<file path="config.mk">
export PLATFORM = sky130hd
export DESIGN_NAME = apg_top
export DESIGN_NICKNAME = d
export VERILOG_FILES = /design/src/rtl/apg_pkg.sv /design/src/rtl/apg_timebase.sv /design/src/rtl/apg_channel.sv /design/src/rtl/apg_top.sv
export SDC_FILE = /design/constraint.sdc
export NUM_CORES = 1
export LEC_CHECK = 0
export BUFFER_PORTS_ARGS = -buffer_cell sky130_fd_sc_hd__buf_2
export CORE_ASPECT_RATIO = 0.7
export CORE_MARGIN = 5
export CORE_UTILIZATION = 60
export DETAILED_ROUTE_END_ITERATION = 6
export GPL_TIMING_DRIVEN = 0
export PLACE_DENSITY = 0.77
export RECOVER_POWER = 50
export SKIP_LAST_GASP = 1
export SYNTH_ARGS = -nofsm -noshare
export SYNTH_HDL_FRONTEND = slang
export SYNTH_SLANG_ARGS = --single-unit
</file>
<file path="constraint.sdc">
create_clock -name core_clk -period 12.15 [get_ports core_clk]
set_input_delay 1.215 -clock core_clk [delete_from_list [all_inputs] [get_ports core_clk]]
set_output_delay 1.215 -clock core_clk [all_outputs]
set_load 0.05 [all_outputs]
</file>
<file path="src/rtl/apg_pkg.sv">
// Constants, types and the shared trim function of the automatic PWM generator.
// Function
// - Prescaler 00 means normal mode; output follows its input pin combined with its output-enable bit.
// - Autonomous PWM runs only while the start bit is set.
// - Setting start in stand-by wakes the device; PWM waits for wake delay.
// - Clock select bit 5: 0 external clock pin, 1 internal oscillator.
// - PWM period is the time base divided by 256, doubled for each prescaler step above 01.
// - Prescaler 01, 10, 11 divide the time base by 256, 512, 1024.
// - Diagnosis bit 11 is 1 when external clock is slow; invalid in stand-by.
// - Clock-error flag clears after a diagnosis readout, only when set.
// - Trim bits 8:6 step oscillator frequency; 100 nominal, 000 is minus four.
// - Changing the trim also shifts the external clock monitor threshold.
// - On-time per period is duty value over 256, duty spans 0 to 256.
// - Eight channel phase shifts, counted from one common period start.
// - Device phase field offsets all timing of this device.
// - After start is set, PWM begins at the next time-base rising edge.
// - Lamp bits of channels 2 and 3: 0 bulb mode, 1 LED mode.
// - Compat bit 0 repurposes driver outputs as diagnosis enable and select.
// - Combination bit 3 joins input pin and enable bit by OR or AND.
// - Each channel phase step is 32 time-base cycles, up to 224.
// - Duty with top bit set is fully on; zero is fully off.
// - Single-duty bit 3, when clear, applies channel 0 duty to every channel.
package apg_pkg;

   localparam int unsigned CORE_HZ       = 25_000_000;
   localparam int unsigned INT_OSC_HZ    = 105_000;
   localparam int unsigned CLK_MON_HZ    = 34_000;
   localparam int unsigned TRIM_STEP_PCT = 5;
   localparam int unsigned WAKE_US       = 200;
   localparam int unsigned NUM_CH        = 6;

   localparam logic [10:0] INT_DIV       = 11'(CORE_HZ / INT_OSC_HZ);
   localparam logic [10:0] INT_TRIM_STEP = 11'(CORE_HZ / INT_OSC_HZ * TRIM_STEP_PCT / 100);
   localparam logic [10:0] MON_DIV       = 11'(CORE_HZ / CLK_MON_HZ);
   localparam logic [10:0] MON_TRIM_STEP = 11'(CORE_HZ / CLK_MON_HZ * TRIM_STEP_PCT / 100);
   localparam logic [10:0] TRIM_NOM_MUL  = 11'h004;

   // Register indices: read/write bit stripped, {bank bit, 4-bit address}.
   localparam logic [4:0] ADDR_OUT  = 5'h00;
   localparam logic [4:0] ADDR_PCR  = 5'h07;
   localparam logic [4:0] ADDR_DCCR = 5'h08;
   localparam logic [4:0] ADDR_INPUT_AND_DRIVER_CONFIG = 5'h11;
   localparam logic [4:0] ADDR_HARDWARE_CONFIG = 5'h12;
   localparam logic [4:0] ADDR_CHCR = 5'h18;

   localparam int unsigned FR_WRITE   = 15;
   localparam int unsigned FR_ADDR_LO = 10;
   localparam int unsigned PCR_PST    = 0;
   localparam int unsigned PCR_DEVICE_PHASE_FIELD   = 1;
   localparam int unsigned PCR_DCS    = 3;
   localparam int unsigned IE_COMPAT  = 0;
   localparam int unsigned IE_DRIVE   = 2;
   localparam int unsigned IE_COMB    = 3;
   localparam int unsigned HW_LED     = 2;
   localparam int unsigned HW_CLK     = 5;
   localparam int unsigned HW_TRIM    = 6;
   localparam int unsigned DIAG_CLE   = 11;

   localparam logic [2:0] TRIM_RESET = 3'h4;
   localparam logic [5:0] CNT_LAST   = 6'h3F;

   typedef struct packed {
      logic [2:0] phase;
      logic [1:0] sync_delay;
      logic [1:0] freq;
   } apg_chan_cfg_type;

   typedef struct packed {
      logic [2:0] trim;
      logic       clk_internal;
      logic [1:0] led_mode;
   } apg_hw_cfg_type;

   typedef enum logic [4:0] {
      ST_STANDBY = 5'h01,
      ST_WAKING  = 5'h02,
      ST_IDLE    = 5'h04,
      ST_ARMED   = 5'h08,
      ST_RUN     = 5'h10
   } apg_state_type;

   // Higher trim means a faster clock, so the cycle count shrinks.
   function automatic logic [10:0] apg_trim_scale(input logic [10:0] base,
                                                  input logic [10:0] step,
                                                  input logic [2:0]  trim);
      logic [10:0] mul;
      mul = {8'h00, trim};
      return 11'(base + step * TRIM_NOM_MUL - step * mul);
   endfunction : apg_trim_scale

endpackage : apg_pkg

</file>
<file path="src/rtl/apg_timebase.sv">
// PWM time-base source selection, internal oscillator and external clock monitor.
`timescale 1ns/10ps
`default_nettype none
module apg_timebase
   import apg_pkg::*;
(
   input  wire logic       core_clk,
   input  wire logic       rst,
   input  wire logic       pclk_pin,
   input  wire logic       clk_internal,
   input  wire logic [2:0] trim,
   output logic            tick,
   output logic            pclk_slow
);

   logic        pclk_prev_reg;
   logic [10:0] osc_cnt_reg;
   logic [10:0] gap_cnt_reg;

   wire         pclk_rise = pclk_pin & ~pclk_prev_reg;
   wire  [10:0] osc_div   = apg_trim_scale(INT_DIV, INT_TRIM_STEP, trim);
   wire  [10:0] mon_lim   = apg_trim_scale(MON_DIV, MON_TRIM_STEP, trim);
   wire         osc_wrap  = (osc_cnt_reg >= 11'(osc_div - 11'h001));
   wire         gap_full  = (gap_cnt_reg >= mon_lim);

   always_ff @(posedge core_clk or posedge rst) begin
      if (rst) begin
         pclk_prev_reg <= 1'b0;
         osc_cnt_reg   <= 11'h000;
         gap_cnt_reg   <= 11'h000;
      end else begin
         pclk_prev_reg <= pclk_pin;
         osc_cnt_reg   <= osc_wrap ? 11'h000 : 11'(osc_cnt_reg + 11'h001);
         gap_cnt_reg   <= pclk_rise ? 11'h000 : (gap_full ? gap_cnt_reg : 11'(gap_cnt_reg + 11'h001));
      end
   end

   assign tick      = clk_internal ? osc_wrap : pclk_rise;
   assign pclk_slow = gap_full;

endmodule : apg_timebase
`default_nettype wire

</file>
<file path="src/rtl/apg_channel.sv">
// One channel's PWM comparator: prescaler, phase shift and duty compare.
`timescale 1ns/10ps
`default_nettype none
module apg_channel
   import apg_pkg::*;
(
   input  wire logic [9:0]       base_cnt,
   input  wire apg_chan_cfg_type cfg,
   input  wire logic [8:0]       duty,
   output logic                  pwm
);

   wire [9:0] local_cnt = 10'(base_cnt - {2'h0, cfg.phase, 5'h00});
   wire [7:0] step_idx  = (cfg.freq == 2'h1) ? local_cnt[7:0] :
                          (cfg.freq == 2'h2) ? local_cnt[8:1] : local_cnt[9:2];

   assign pwm = duty[8] | (step_idx < duty[7:0]);

endmodule : apg_channel
`default_nettype wire

</file>
<file path="src/rtl/apg_top.sv">
// Serial-configured automatic PWM generator with diagnosis word and channel outputs.
`timescale 1ns/10ps
`default_nettype none
module apg_top
   import apg_pkg::*;
#(
   parameter int unsigned WAKE_CYCLES = WAKE_US * (CORE_HZ / 1_000_000)
)
(
   input  wire logic        core_clk,
   input  wire logic        rst,
   input  wire logic        spi_sclk,
   input  wire logic        spi_cs_n,
   input  wire logic        spi_sdi,
   output logic             spi_sdo,
   input  wire logic        pclk_pin,
   input  wire logic [5:0]  in_pin,
   output logic [5:0]       channel_on,
   output logic [1:0]       lamp_type_bit,
   output logic             input_drive_bit,
   output logic             ext_driver_diag_out0,
   output logic             ext_driver_diag_out1,
   output logic             standby_out
);

   // ****************************************************************
   // Declarations.
   // ****************************************************************

   logic                   sclk_prev_reg;
   logic                   cs_prev_reg;
   logic [15:0]            shift_reg;
   logic [5:0]             bit_cnt_reg;
   logic                   sdo_reg;
   logic                   diag_sent_reg;
   logic                   read_req_reg;
   logic [4:0]             read_idx_reg;

   logic [5:0]             out_reg;
   logic [3:0]             pcr_reg;
   logic [3:0]             input_and_driver_config_reg;
   apg_hw_cfg_type         hw_reg;
   logic [8:0]             duty_reg  [NUM_CH];
   apg_chan_cfg_type       chcfg_reg [NUM_CH];

   apg_state_type          state_reg;
   apg_state_type          state_next;
   logic [12:0]            wake_cnt_reg;
   logic [9:0]             base_cnt_reg;
   logic                   dev_ok_reg;
   logic                   cle_reg;

   logic [5:0]             chan_reg;
   logic                   ext_driver_diag_out0_reg;
   logic                   ext_driver_diag_out1_reg;

   logic                   tick;
   logic                   pclk_slow;
   logic [5:0]             pwm;
   logic [5:0]             chan_next;

   // ****************************************************************
   // Register index decoding.
   // ****************************************************************

   // A channel bank index: same upper bits and a channel number in range.
   function automatic logic is_chan(input logic [4:0] idx, input logic [4:0] bank);
      return (idx[4:3] == bank[4:3]) && (idx[2:0] < 3'(NUM_CH));
   endfunction : is_chan

   // ****************************************************************
   // Serial port sampling.
   // ****************************************************************

   wire        cs_fall    = cs_prev_reg & ~spi_cs_n;
   wire        cs_rise    = ~cs_prev_reg & spi_cs_n;
   wire        sclk_rise  = ~spi_cs_n & spi_sclk & ~sclk_prev_reg;
   wire        sclk_fall  = ~spi_cs_n & ~spi_sclk & sclk_prev_reg;
   wire        frame_ok   = cs_rise && (bit_cnt_reg != 6'h00) && (bit_cnt_reg[3:0] == 4'h0);

   wire        wr_en      = frame_ok & shift_reg[FR_WRITE];
   wire [4:0]  wr_idx     = shift_reg[FR_WRITE-1:FR_ADDR_LO];
   wire [9:0]  wr_data    = shift_reg[9:0];
   wire [2:0]  wr_ch      = wr_idx[2:0];
   wire [2:0]  rd_ch      = read_idx_reg[2:0];

   wire        awake      = (state_reg == ST_IDLE) || (state_reg == ST_ARMED) ||
                            (state_reg == ST_RUN);

   always_ff @(posedge core_clk or posedge rst) begin
      if (rst) begin
         sclk_prev_reg <= 1'b0;
         cs_prev_reg   <= 1'b1;
      end else begin
         sclk_prev_reg <= spi_sclk;
         cs_prev_reg   <= spi_cs_n;
      end
   end

   // ****************************************************************
   // Answer words.
   // ****************************************************************

   wire [15:0] diag_word  = {4'h0, cle_reg, 11'h000};

   wire [9:0]  hw_read    = {1'b0, hw_reg.trim, hw_reg.clk_internal, 1'b0,
                             hw_reg.led_mode, ~awake, 1'b0};

   wire [9:0]  rd_data    =
      (read_idx_reg == ADDR_OUT)        ? {4'h0, out_reg}             :
      (read_idx_reg == ADDR_PCR)        ? {6'h00, pcr_reg}            :
      (read_idx_reg == ADDR_INPUT_AND_DRIVER_CONFIG)       ? {6'h00, input_and_driver_config_reg}           :
      (read_idx_reg == ADDR_HARDWARE_CONFIG)       ? hw_read                     :
      is_chan(read_idx_reg, ADDR_DCCR)  ? {1'b0, duty_reg[rd_ch]}     :
      is_chan(read_idx_reg, ADDR_CHCR)  ? {3'h0, chcfg_reg[rd_ch]}    :
                                          10'h000;

   wire [15:0] answer     = read_req_reg ? {1'b0, read_idx_reg, rd_data} : diag_word;

   // ****************************************************************
   // Serial shift register.
   // ****************************************************************

   always_ff @(posedge core_clk or posedge rst) begin
      if (rst) begin
         shift_reg     <= 16'h0000;
         bit_cnt_reg   <= 6'h00;
         sdo_reg       <= 1'b0;
         diag_sent_reg <= 1'b0;
      end else if (cs_fall) begin
         shift_reg     <= answer;
         bit_cnt_reg   <= 6'h00;
         sdo_reg       <= answer[15];
         diag_sent_reg <= ~read_req_reg;
      end else if (sclk_rise) begin
         shift_reg     <= {shift_reg[14:0], spi_sdi};
         bit_cnt_reg   <= 6'(bit_cnt_reg + 6'h01);
      end else if (sclk_fall) begin
         sdo_reg       <= shift_reg[15];
      end
   end

   // A read request turns the next answer into that register's content.
   always_ff @(posedge core_clk or posedge rst) begin
      if (rst) begin
         read_req_reg <= 1'b0;
         read_idx_reg <= 5'h00;
      end else if (frame_ok) begin
         read_req_reg <= ~shift_reg[FR_WRITE];
         read_idx_reg <= wr_idx;
      end
   end

   // ****************************************************************
   // Configuration registers.
   // ****************************************************************

   always_ff @(posedge core_clk or posedge rst) begin
      if (rst) begin
         out_reg  <= 6'h00;
         pcr_reg  <= 4'h0;
         input_and_driver_config_reg <= 4'h0;
         hw_reg   <= '{trim: TRIM_RESET, clk_internal: 1'b0, led_mode: 2'h0};
      end else if (wr_en) begin
         if (wr_idx == ADDR_OUT) begin
            out_reg <= wr_data[5:0];
         end
         if (wr_idx == ADDR_PCR) begin
            pcr_reg <= wr_data[3:0];
         end
         if (wr_idx == ADDR_INPUT_AND_DRIVER_CONFIG) begin
            input_and_driver_config_reg <= wr_data[3:0];
         end
         if (wr_idx == ADDR_HARDWARE_CONFIG) begin
            hw_reg.trim         <= wr_data[HW_TRIM+2:HW_TRIM];
            hw_reg.clk_internal <= wr_data[HW_CLK];
            hw_reg.led_mode     <= wr_data[HW_LED+1:HW_LED];
         end
      end
   end

   genvar gi;
   generate
      for (gi = 0; gi < NUM_CH; gi++) begin : g_chan_regs
         always_ff @(posedge core_clk or posedge rst) begin
            if (rst) begin
               duty_reg[gi]  <= 9'h000;
               chcfg_reg[gi] <= '0;
            end else if (wr_en && (wr_ch == 3'(gi))) begin
               if (is_chan(wr_idx, ADDR_DCCR)) begin
                  duty_reg[gi] <= wr_data[8:0];
               end
               if (is_chan(wr_idx, ADDR_CHCR)) begin
                  chcfg_reg[gi] <= wr_data[6:0];
               end
            end
         end
      end
   endgenerate

   // ****************************************************************
   // Time base and clock monitor.
   // ****************************************************************

   apg_timebase u_timebase (
      .core_clk     (core_clk),
      .rst          (rst),
      .pclk_pin     (pclk_pin),
      .clk_internal (hw_reg.clk_internal),
      .trim         (hw_reg.trim),
      .tick         (tick),
      .pclk_slow    (pclk_slow)
   );

   // A slow clock seen while awake sets the flag; a completed diagnosis
   // readout clears it, but a new detection in that cycle wins.
   wire cle_set   = pclk_slow & awake;
   wire cle_clear = frame_ok & diag_sent_reg & cle_reg;

   always_ff @(posedge core_clk or posedge rst) begin
      if (rst) begin
         cle_reg <= 1'b0;
      end else begin
         cle_reg <= cle_set | (cle_reg & ~cle_clear);
      end
   end

   // ****************************************************************
   // Operating state.
   // ****************************************************************

   wire pwm_start_bit       = pcr_reg[PCR_PST];
   wire wake_done = (wake_cnt_reg >= 13'(WAKE_CYCLES - 1));

   always_comb begin
      state_next = state_reg;
      case (state_reg)
         ST_STANDBY: begin
            if (pwm_start_bit) begin
               state_next = ST_WAKING;
            end
         end
         ST_WAKING: begin
            if (wake_done) begin
               state_next = ST_IDLE;
            end
         end
         ST_IDLE: begin
            if (pwm_start_bit) begin
               state_next = ST_ARMED;
            end
         end
         ST_ARMED: begin
            if (!pwm_start_bit) begin
               state_next = ST_IDLE;
            end else if (tick) begin
               state_next = ST_RUN;
            end
         end
         ST_RUN: begin
            if (!pwm_start_bit) begin
               state_next = ST_IDLE;
            end
         end
         default: begin
            state_next = ST_STANDBY;
         end
      endcase
   end

   always_ff @(posedge core_clk or posedge rst) begin
      if (rst) begin
         state_reg    <= ST_STANDBY;
         wake_cnt_reg <= 13'h0000;
      end else begin
         state_reg    <= state_next;
         wake_cnt_reg <= (state_reg == ST_WAKING) ? 13'(wake_cnt_reg + 13'h0001) : 13'h0000;
      end
   end

   // ****************************************************************
   // Common period counter with device phase offset.
   // ****************************************************************

   wire       running   = (state_reg == ST_RUN);
   wire [1:0] dev_phase = pcr_reg[PCR_DEVICE_PHASE_FIELD+1:PCR_DEVICE_PHASE_FIELD];
   wire [9:0] cnt_start = 10'(10'h000 - {5'h00, dev_phase, 3'h0});
   wire       cnt_wrap  = tick && (base_cnt_reg == {4'hF, CNT_LAST});
   wire       pwm_live  = running & (dev_ok_reg | (dev_phase == 2'h0));

   always_ff @(posedge core_clk or posedge rst) begin
      if (rst) begin
         base_cnt_reg <= 10'h000;
         dev_ok_reg   <= 1'b0;
      end else if (!running) begin
         base_cnt_reg <= cnt_start;
         dev_ok_reg   <= 1'b0;
      end else if (tick) begin
         base_cnt_reg <= 10'(base_cnt_reg + 10'h001);
         dev_ok_reg   <= dev_ok_reg | cnt_wrap;
      end
   end

   // ****************************************************************
   // Channel waveforms and output selection.
   // ****************************************************************

   wire       single_duty = ~pcr_reg[PCR_DCS];
   wire [5:0] comb_in     = input_and_driver_config_reg[IE_COMB] ? (in_pin & out_reg) : (in_pin | out_reg);

   generate
      for (gi = 0; gi < NUM_CH; gi++) begin : g_chan
         wire [8:0] duty_sel = single_duty ? duty_reg[0] : duty_reg[gi];
         wire       normal   = (chcfg_reg[gi].freq == 2'h0);

         apg_channel u_channel (
            .base_cnt (base_cnt_reg),
            .cfg      (chcfg_reg[gi]),
            .duty     (duty_sel),
            .pwm      (pwm[gi])
         );

         assign chan_next[gi] = !awake ? 1'b0 :
                                normal ? comb_in[gi] :
                                (pwm_live & pwm[gi] & out_reg[gi]);
      end
   endgenerate

   // ****************************************************************
   // External driver control outputs.
   // ****************************************************************

   wire compat    = input_and_driver_config_reg[IE_COMPAT];
   wire ext_driver_diag_out0_next = compat ? (chan_next[4] | chan_next[5]) : chan_next[4];
   wire ext_driver_diag_out1_next = compat ? chan_next[5] : chan_next[5] & ~chan_next[4];

   always_ff @(posedge core_clk or posedge rst) begin
      if (rst) begin
         chan_reg <= 6'h00;
         ext_driver_diag_out0_reg <= 1'b0;
         ext_driver_diag_out1_reg <= 1'b0;
      end else begin
         chan_reg <= chan_next;
         ext_driver_diag_out0_reg <= ext_driver_diag_out0_next;
         ext_driver_diag_out1_reg <= ext_driver_diag_out1_next;
      end
   end

   // ****************************************************************
   // Outputs.
   // ****************************************************************

   assign spi_sdo              = sdo_reg;
   assign channel_on           = chan_reg;
   assign lamp_type_bit        = hw_reg.led_mode;
   assign input_drive_bit      = input_and_driver_config_reg[IE_DRIVE];
   assign ext_driver_diag_out0 = ext_driver_diag_out0_reg;
   assign ext_driver_diag_out1 = ext_driver_diag_out1_reg;
   assign standby_out          = state_reg[0];

endmodule : apg_top
`default_nettype wire

</file>
Yosys cells after proc, flatten, opt, wreduce, memory -nomap -nowiden
Cells that the tools add are included.
{ "word_totals": {"out_inout_bits": 13, "in_bits": 12, "elab_cells": 283, "regBits": 209} }
{ "op_classes": {"mul": 2, "n_reduce_logical": 47, "muxes": 68, "add_sub_neg": 15, "bitwise": 49, "eq_ne": 41, "n_lt_le_gt_ge": 12} }
{ "ops": {"columns": ["op", "count"], "rows": [
  ["$mux 9", 12],
  ["$mux 8", 12],
  ["$sub 10x8->10", 6],
  ["$lt 8x8->1", 6],
  ["$reduce_and 2->1", 17],
  ["$mux 11", 3],
  ["$mux 16", 2],
  ["$mux 5", 6],
  ["$bmux 9 s3", 1],
  ["$and 1x1->1", 26],
  ["$eq 5x5->1 const B", 5],
  ["$pmux 5 s5", 1],
  ["$add 11x1->11 const B", 2],
  ["$ge 11x11->1", 2],
  ["$bmux 7 s3", 1],
  ["$mux 7", 3],
  ["$mux 1", 20],
  ["$mux 10", 2],
  ["$mux 6", 3],
  ["$eq 2x1->1 const B", 8],
  ["$eq 2x2->1 const B", 8],
  ["$eq 5x3->1 const B", 3],
  ["$mux 15", 1],
  ["$logic_not 2->1", 7],
  ["other kinds (35)", 77]
]} }

Depth between registers and ports, before layout
Gate-level depths: netlist of the first run.
{ "logic_depth": {"ltp_word": 12, "ltp_mapped": 19, "ltp_nobuf": 18} }

Hierarchy
From an unflattened synthesis of the first run, not the netlist that was laid out.
{ "hier_totals": {"hier_cells": 1596, "hier_area_um2": 14913.1} }
{ "by_module_without_submodules": {"columns": ["mod", "seq_area_each_um2", "instances", "cells_each", "area_each_um2"], "rows": [
  ["apg_top", 4658.2, 1, 847, 9320.2],
  ["apg_timebase", 575.6, 1, 239, 2162.1],
  ["apg_channel at g_chan[3].u_channel ...", 0.0, 3, 85, 575.6],
  ["apg_channel at g_chan[0].u_channel ...", 0.0, 3, 85, 568.0]
]} }

Worst setup path after synthesis of the first run
OpenSTA, ideal clock, no wires.
{ "synth_timing": {"kind": "flip-flop to flip-flop", "start": "reg hw_read[8] (netlist name)", "end": "reg state_reg[3]", "n_path_buf": 0, "setup_ps": 67, "path_stages_with_launch": 19, "period_less_slack_ps": 4439, "arrival_ps": 4372, "t_required_ps": 12083, "slack_ps": 7711, "cell_sequence": "dfstp_2 -> inv_1 -> ha_1 -> ha_1 -> inv_1 -> ha_1 -> a21o_1 -> a21oi_1 -> xnor2_1 -> nor3_1 -> a311o_1 -> nand2_1 -> ha_1 -> a211oi_1 -> nand3_1 -> nor2_1 -> a21oi_1 -> o21ai_0 -> and3_1"} }
{ "synth_via": {"elab_chain_len": 7} }
{ "synth_rtl": {"columns": ["item", "line", "text"], "rows": [
  ["$mul 4x3->7", "apg_pkg.sv:88", "return 11'(base + step * TRIM_NOM_MUL - step * mul);"],
  ["$sub 9x7->10", "apg_pkg.sv:88", null],
  ["$sub 11x1->11", "apg_timebase.sv:23", "wire osc_wrap = (osc_cnt_reg >= 11'(osc_div - 11'h001));"],
  ["$ge 11x11->1", "apg_timebase.sv:23", null],
  ["$mux 1", "apg_timebase.sv:38", "assign tick = clk_internal ? osc_wrap : pclk_rise;"],
  ["$ne 3x3->1 (no source line)", null, null],
  ["$reduce_and 5->1 (no source line)", null, null],
  ["to (signal assigned)", "apg_top.sv:276", "state_reg <= state_next;"],
  ["to (decl)", "apg_top.sv:46", "apg_state_type state_reg;"]
]} }
Every way passes these cells.
A chain may end at the register's enable or synchronous reset.

Worst setup path in the final report of the first run
{ "layout_timing": {"start": "reg hw_read[7] (netlist name)", "end": "reg base_cnt_reg[2]"} }
{ "layout_via": {"elab_chain_len": 6} }
{ "layout_rtl": {"columns": ["item", "line", "text"], "rows": [
  ["$mul 4x3->7", "apg_pkg.sv:88", null],
  ["$sub 9x7->10", "apg_pkg.sv:88", null],
  ["$sub 11x1->11", "apg_timebase.sv:23", null],
  ["$ge 11x11->1", "apg_timebase.sv:23", null],
  ["$mux 1", "apg_timebase.sv:38", null],
  ["$ne 2x2->1 (no source line)", null, null],
  ["to (signal assigned)", "apg_top.sv:296", "base_cnt_reg <= cnt_start;"],
  ["to (signal assigned)", "apg_top.sv:299", "base_cnt_reg <= 10'(base_cnt_reg + 10'h001);"],
  ["to (decl)", "apg_top.sv:49", "logic [9:0] base_cnt_reg;"]
]} }
Every way passes these cells.

==> summary.md, run 1 <==
| Metric | Value |
|---|---|
| Post-synthesis mux area share | `13.7%` |
| Synth cell types | `71` |
| Iter 0 DRT Violations | `about 1,500` |
| FF-to-FF setup slack | `6.54 ns` |
| Sequential Area | `5230 µm²` |
| DRC Markers | `4` |
| Initial antenna violation count | `0` |
| Total grt overflow | `0` |
| Adder-cell share of the synthesized area | `about a tenth` |
| Max Cap Viol | `1` |
| Final min period | `5.61 ns` |
| DR vias | `12,357` |
| Die footprint | `27,000 µm²` |
| Syn Inst Count | `1,505` |
| Core area | `23,500 µm²` |
| Share of layout cells above drive strength 1 | `14.3%` |
| Wire length per cell | `approximately 23 µm` |
| Initial Util | `between 60% and 70%` |
| Post-synth EDFFs | `0` |
| Clk_skew | `0.0130 ns` |
| Post-synthesis register bit count | `between 200 and 250` |
| CTS tree | `yes` |
| Worst EP required | `12.57 ns` |
| Max Root-Sink Buffers | `3` |
| CP Capture Type | `flop` |
| Antenna diodes | `0` |
| First-pass GRT wire length | `68,400 µm` |
| Largest family of logic cells by synthesized area | `compound AO/OA/AOI/OAI gates` |
| Critical Path AT | `6.03 ns` |
| Critical Path Source Type | `flop` |
| Maximum fanout along the worst path | `11` |
| Number of global-route vias before repair | `11,676` |
| Crit path buf inv count | `2` |
| Setup repair bufs after CTS | `0` |
| TritonCTS buffer count | `23` |
| Fin. Hold Viols | `0` |
| First-pass DRT Iterations | `7` |
| Multi-input logic area | `around 8400 µm²` |
| Relative slew slack | `-191%` |
| Asr flop ratio synth | `100%` |
| Sequential area share after synthesis | `a little under two fifths` |
| Total GRT Usage | `between 30% and 40%` |
| Max FFs per register | `45` |
| Synthesized area per cell | `9.47 µm²` |
| Hold Path Class | `flop to flop` |
| Setup Viol. Count Final | `0` |
| Largest net degree at the start of global routing | `~120` |
| Simple-gate area share of the yosys netlist | `14.4%` |
| Htree depth | `1` |
| Gates resized, CTS repair | `0` |
| Core Rows | `47` |
| Crit-path most repeated cell | `ha_1` |
| Synth top area cells | `dfrtp_1, ha_1, mux2_2` |
| CP peak stage delay | `~0.73 ns` |
| Final nets | `1,674` |
| Top FF cell, synth | `dfrtp_1` |
| Die height | `139 µm` |
| CTS Root Cell | `clkbuf_16` |
| GPL Wtd Cong | `1.02` |
| CTS sink count | `approximately 210` |
| Via density | `6.54` |
| # IOs | `25` |
| Filler cell count | `slightly below 2,000` |
| Cell taking the most area after synthesis | `dfrtp_1` |
| Leakage | `7.09 nW` |
| Peak supply drop | `0.113 mV` |
| Share of the synthesized area in the top cell type | `36.2%` |
| Clk Latency, worst-skew pair | `0.54 ns` |
| Layout area overhead | `9.71%` |
| Clk slew on worst S/H paths | `0.07 ns` |
| Synth Area in Compound Gates | `roughly 17%` |
| Slew at the pin closest to its max-slew limit | `4.34 ns` |
| RSZ-0062 raised after global routing | `no` |
| Slowest cell on crit path | `dfrtp_1` |
| Post-CTS Hold Buffers | `0` |
| DRT antenna net count | `0` |
| Final worst path period share | `46.1%` |
| XOR/XNOR Fraction of Synth Area | `3.81%` |
| Routed Wire Length | `44,300 µm` |
| Violated checks | `design-rule violations, max-capacitance violations, max-slew violations` |
| Status | `complete, but fails checks` |
| Die width | `around 190 µm` |
| Crit Path Category | `flop to flop` |
| Post-DP HPWL | `about 33,000 µm` |
| Crit path cell chain | `inv_1 > ha_1 > ha_1 > inv_1 > ha_1 > a21o_1 > a21oi_1 > xnor2_1 > nor3_1 > mux2i_1 > xor2_1 > ha_1 > nand4_1 > o21ai_0 > nor2_1 > a21oi_1 > a21oi_1 > a31o_2` |
| Synth warn | `0` |
| Net Count, Synth | `about 1,600` |
| Max-slew violation count | `96` |
| Pwr Density | `104 nW/µm²` |
| CP delay by family, top | `compound AO/OA/AOI/OAI gates` |
| Mapped Area | `14,300 µm²` |
| Buffers on Ports | `24` |
| Sum Neg Setup Slack | `0 ns` |
| F_max | `178 MHz` |
| Hold WS | `0.468 ns` |
area by class of cell:
class                      instances  area share [%]
multi-input combinational       1148            53.9
sequential                       209            33.5
clock buffer                      29            4.02
tap                              318            2.54
buffer                            85            2.24
inverter                          63            1.52
clock inverter                    13            1.35
timing repair buffer              25           0.928
metrics by stage:
step	util, %	power [W]	std cells	setup WS, ns	cell area [µm²]
after floorplan	-	0.000808	1505	5.23	14300
after global placement	62.8	0.000850	1847	2.82	14800
after detailed placement	63.0	0.000853	1848	6.74	14800
after CTS	66.5	0.00163	1890	6.65	15600
after global routing	66.5	0.00168	1890	6.25	15600
final	66.5	0.00163	1890	6.54	15600
cell usage after synthesis, types with 3 or more instances:
library cell,n
dfstp_2,3
xnor2_1,40
buf_1,9
dfrtp_1,206
nand2b_1,49
nand4_1,14
o211ai_1,34
nand3_1,35
nor2b_1,21
and3_1,11
buf_2,10
a221oi_1,5
mux2_4,9
a2111oi_0,10
nor2_1,117
fa_1,7
clkbuf_1,61
o21ai_0,112
mux2i_1,39
or3_1,3
nor3_1,5
a31o_2,10
ha_1,100
nand2_1,134
a31oi_1,16
nor3b_1,4
xor2_1,22
o31ai_1,6
a211o_1,3
o21a_1,11
and2_1,6
a21oi_1,104
buf_4,5
maj3_1,6
o22ai_1,11
inv_1,62
nand3b_1,7
a211oi_1,28
mux2_2,97
mux4_2,15
a21o_1,19
kinds of logic (layout without fill, tap and decap cells):
group                    Yosys count  in the layout
AND/OR/NAND/NOR                  423            423
AO/OA/AOI/OAI                    390            390
flip-flops                       209            209
multiplexers                     160            160
buffers and inverters            148            215
adder cells (fa/ha/maj)          113            113
XOR/XNOR                          62             62
report_power, final:
| part | leakage [nW] | switching [W] | internal, W |
|---|---|---|---|
| clock | 0.413 | 0.000309 | 0.000476 |
| sequential | 2.74 | 0.0000285 | 0.000711 |
| combinational | 3.94 | 0.0000760 | 0.0000302 |
cell usage in the layout (no fill, tap or decap), drive strengths merged, types with 8 or more instances in the layout:
cell / n
nand2: 134
clkbuf: 92
a31oi: 16
buf: 47
nand2b: 49
inv: 62
o22ai: 11
o211ai: 34
nand3: 36
mux2: 106
mux2i: 39
a21o: 19
nor3: 9
and3: 11
a211oi: 29
nand4: 14
o21a: 11
dfrtp: 206
a21oi: 104
a2111oi: 10
o21ai: 112
xnor2: 40
a31o: 10
nor2: 119
ha: 100
xor2: 22
nor2b: 21
mux4: 15
nand3b: 8
worst paths after layout:
| kind | cells after the start | startpoint | to |
|---|---|---|---|
| max | 18 | hw_read[7] | base_cnt_reg[2] |
| min | 1 | wake_cnt_reg[0] | wake_cnt_reg[0] |
| max reg2reg | 18 | hw_read[7] | base_cnt_reg[2] |
| min reg2reg | 1 | wake_cnt_reg[0] | wake_cnt_reg[0] |
| max in group asynchronous | 2 | rst | channel_on[5] |
| min in group asynchronous | 2 | rst | chcfg_reg[24] |
metal layers:
metal	up-vias	global-route usage (%)	part of all wire, %
met4	0	7.62	2.8
li1	5540	-	-
met2	680	43.5	39
met5	-	0	0
met3	89	11.1	13
met1	6048	49.5	45
(Power assumes the default switching activity.)
==> run 2, diff against run 1 <==
- clock period: 12.15 -> 5.2 ns (I/O delays scaled with it)
==> summary.md, run 2 (synthesis gave the netlist of run 1 again) <==
| Metric | Value |
|---|---|
| Core Rows | `47` |
| Slowest cell on crit path | `dfstp_2` |
| Total GRT Usage | `between 30% and 40%` |
| Crit Path Category | `flop to flop` |
| Pwr Density | `between 200 and 250 nW/µm²` |
| RSZ-0062 raised after global routing | `no` |
| Post-DP HPWL | `33,700 µm` |
| Wire length per cell | `roughly 24 µm` |
| Crit path cell chain | `inv_1 > ha_1 > ha_1 > inv_1 > ha_1 > a21o_1 > a21oi_1 > xnor2_1 > nor3_2 > mux2i_1 > xor2_1 > ha_1 > nand4_1 > o21ai_1 > nor2_4 > a2111oi_2 > xnor2_1 > a21oi_1` |
| First-pass DRT Iterations | `6` |
| Max Root-Sink Buffers | `3` |
| Worst r2r src | `hw_read[8]` |
| Layout area overhead | `9.62%` |
| Maximum fanout along the worst path | `9` |
| Critical Path Source Type | `flop` |
| Placed cells | `approximately 1,900` |
| Finished Layout Cells | `about 1,900` |
| Final worst path period share | `93.0%` |
| Htree depth | `1` |
| Crit path buf inv count | `2` |
| Max FFs per register | `45` |
| Hold WS | `approximately 0.11 ns` |
| CP Capture Type | `flop` |
| CTS Root Cell | `clkbuf_16` |
| Die height | `between 100 and 150 µm` |
| Setup Viol. Count Final | `0` |
| Leakage | `7.02 nW` |
| Hold path depth | `1` |
| Clk_skew | `approximately 0.013 ns` |
| Relative slew slack | `-31.5%` |
| Crit-path most repeated cell | `ha_1` |
| Clk Latency, worst-skew pair | `approximately 0.53 ns` |
| TritonCTS buffer count | `23` |
| Slew at the pin closest to its max-slew limit | `1.97 ns` |
| Max-slew violation count | `64` |
| Commonest non-fill, non-tap cell in the layout | `dfrtp_1` |
| DRC Markers | `0` |
| Initial antenna violation count | `1` |
| DR vias | `between 10,000 and 15,000` |
| Via density | `6.57` |
| Status | `complete, but fails checks` |
| # IOs | `25` |
| Share of layout cells above drive strength 1 | `13.9%` |
| Largest net degree at the start of global routing | `42` |
| GPL Wtd Cong | `1.00` |
| DRT antenna net count | `0` |
| Max Cap Viol | `2` |
| CTS tree | `yes` |
| First-pass GRT wire length | `~69,000 µm` |
| Number of global-route vias before repair | `11,582` |
| Clk slew on worst S/H paths | `about 0.060 ns` |
| Buffers on Ports | `24` |
| Antenna diodes | `0` |
| CTS sink count | `209` |
| Initial Util | `60.6%` |
| F_max | `207 MHz` |
| Final min period | `between 4 and 5 ns` |
| Most frequent cells in the layout | `dfrtp_1, nand2_1, nor2_1` |
| CP delay by family, top | `compound AO/OA/AOI/OAI gates` |
| Hold Startpoint | `spi_sclk` |
| Final nets | `1,682` |
| Critical Path AT | `approximately 5.2 ns` |
| Core area | `23,500 µm²` |
| Hold Path Class | `input port to flop` |
| Worst r2r dst | `base_cnt_reg[9]` |
| Routed Wire Length | `45,200 µm` |
| Fin. Hold Viols | `0` |
| Die width | `194 µm` |
| CP peak stage delay | `0.66 ns` |
| FF-to-FF setup slack | `0.36 ns` |
| Die footprint | `approximately 27,000 µm²` |
| Iter 0 DRT Violations | `1,489` |
| Worst-case reg-to-reg path depth | `18` |
| Hold endpoint | `sclk_prev_reg` |
| Peak supply drop | `0.284 mV` |
| Total grt overflow | `0` |
| Violated checks | `max-capacitance violations, max-slew violations` |
| Worst EP required | `5.59 ns` |
==> run 2: cell count changes in the layout (fill, tap and decap cells not counted), sizes merged <==
cell         before  now
clkbuf           92  114
buf              47   39
bufinv            5    1
clkinv            7    4
dlygate4sd3       0    1
==> run 2: power by group <==
group,switching [W],total (W),internal [W]
registers,0.0000673,0.00173,0.00166
clock network,0.000699,0.00162,0.000921
logic,0.000180,0.000254,0.0000746
==> run 2: final cells by class <==
| cell class | instances | area (µm²) |
|---|---|---|
| Sequential cell | 209 | 5240 |
| Clock buffer | 36 | 654 |
| Inverter | 63 | 238 |
| Multi-Input combinational cell | 1148 | 8480 |
| Tap cell | 318 | 398 |
| Buffer | 85 | 352 |
| Timing Repair Buffer | 33 | 199 |
| Fill cell | 1977 | 7900 |
| Clock inverter | 6 | 72.6 |
==> run 2: how the worst max path moves through the flow <==
stage	slack, ns	start	end	depth (start not counted)
6_report	0.36	hw_read[8]	base_cnt_reg[9]	18
5_1_grt	0.02	hw_read[8]	base_cnt_reg[0]	20
4_1_cts	0.1	hw_read[7]	state_reg[3]	18
3_5_place_dp	-0.17	hw_read[7]	state_reg[3]	18
3_3_place_gp	-0.02	hw_read[7]	base_cnt_reg[9]	18
2_1_floorplan	0.76	hw_read[8]	state_reg[3]	18
==> run 2: what timing repair did <==
action	CTS	global route
pin swaps	0	2
endpoints found under the setup margin	7	23
cloned	0	0
endpoints found under the hold margin	16	0
setup buffers	0	2
hold buffers	1	0
gates resized for setup	4	11
==> run 2: routing by layer <==
layer,track usage [%],part of all wire [%]
met1,49.4,44
met2,43.9,39
met3,12.1,14
met4,7.88,2.8
met5,0,0.015
==> run 2: per-stage QoR <==
step / instance area, µm² / TNS (ns) / setup slack [ns] / power (W) / utilization, %
2_1_floorplan: 14300 / 0 / 0.761 / 0.00189 / -
3_3_place_gp: 14800 / -0.0627 / -0.0219 / 0.00199 / 62.8
3_5_place_dp: 14900 / -0.574 / -0.166 / 0.00200 / 63.3
4_1_cts: 15600 / 0 / 0.0966 / 0.00360 / 66.5
5_1_grt: 15600 / 0 / 0.0241 / 0.00370 / 66.4
6_report: 15600 / 0 / 0.363 / 0.00360 / 66.4
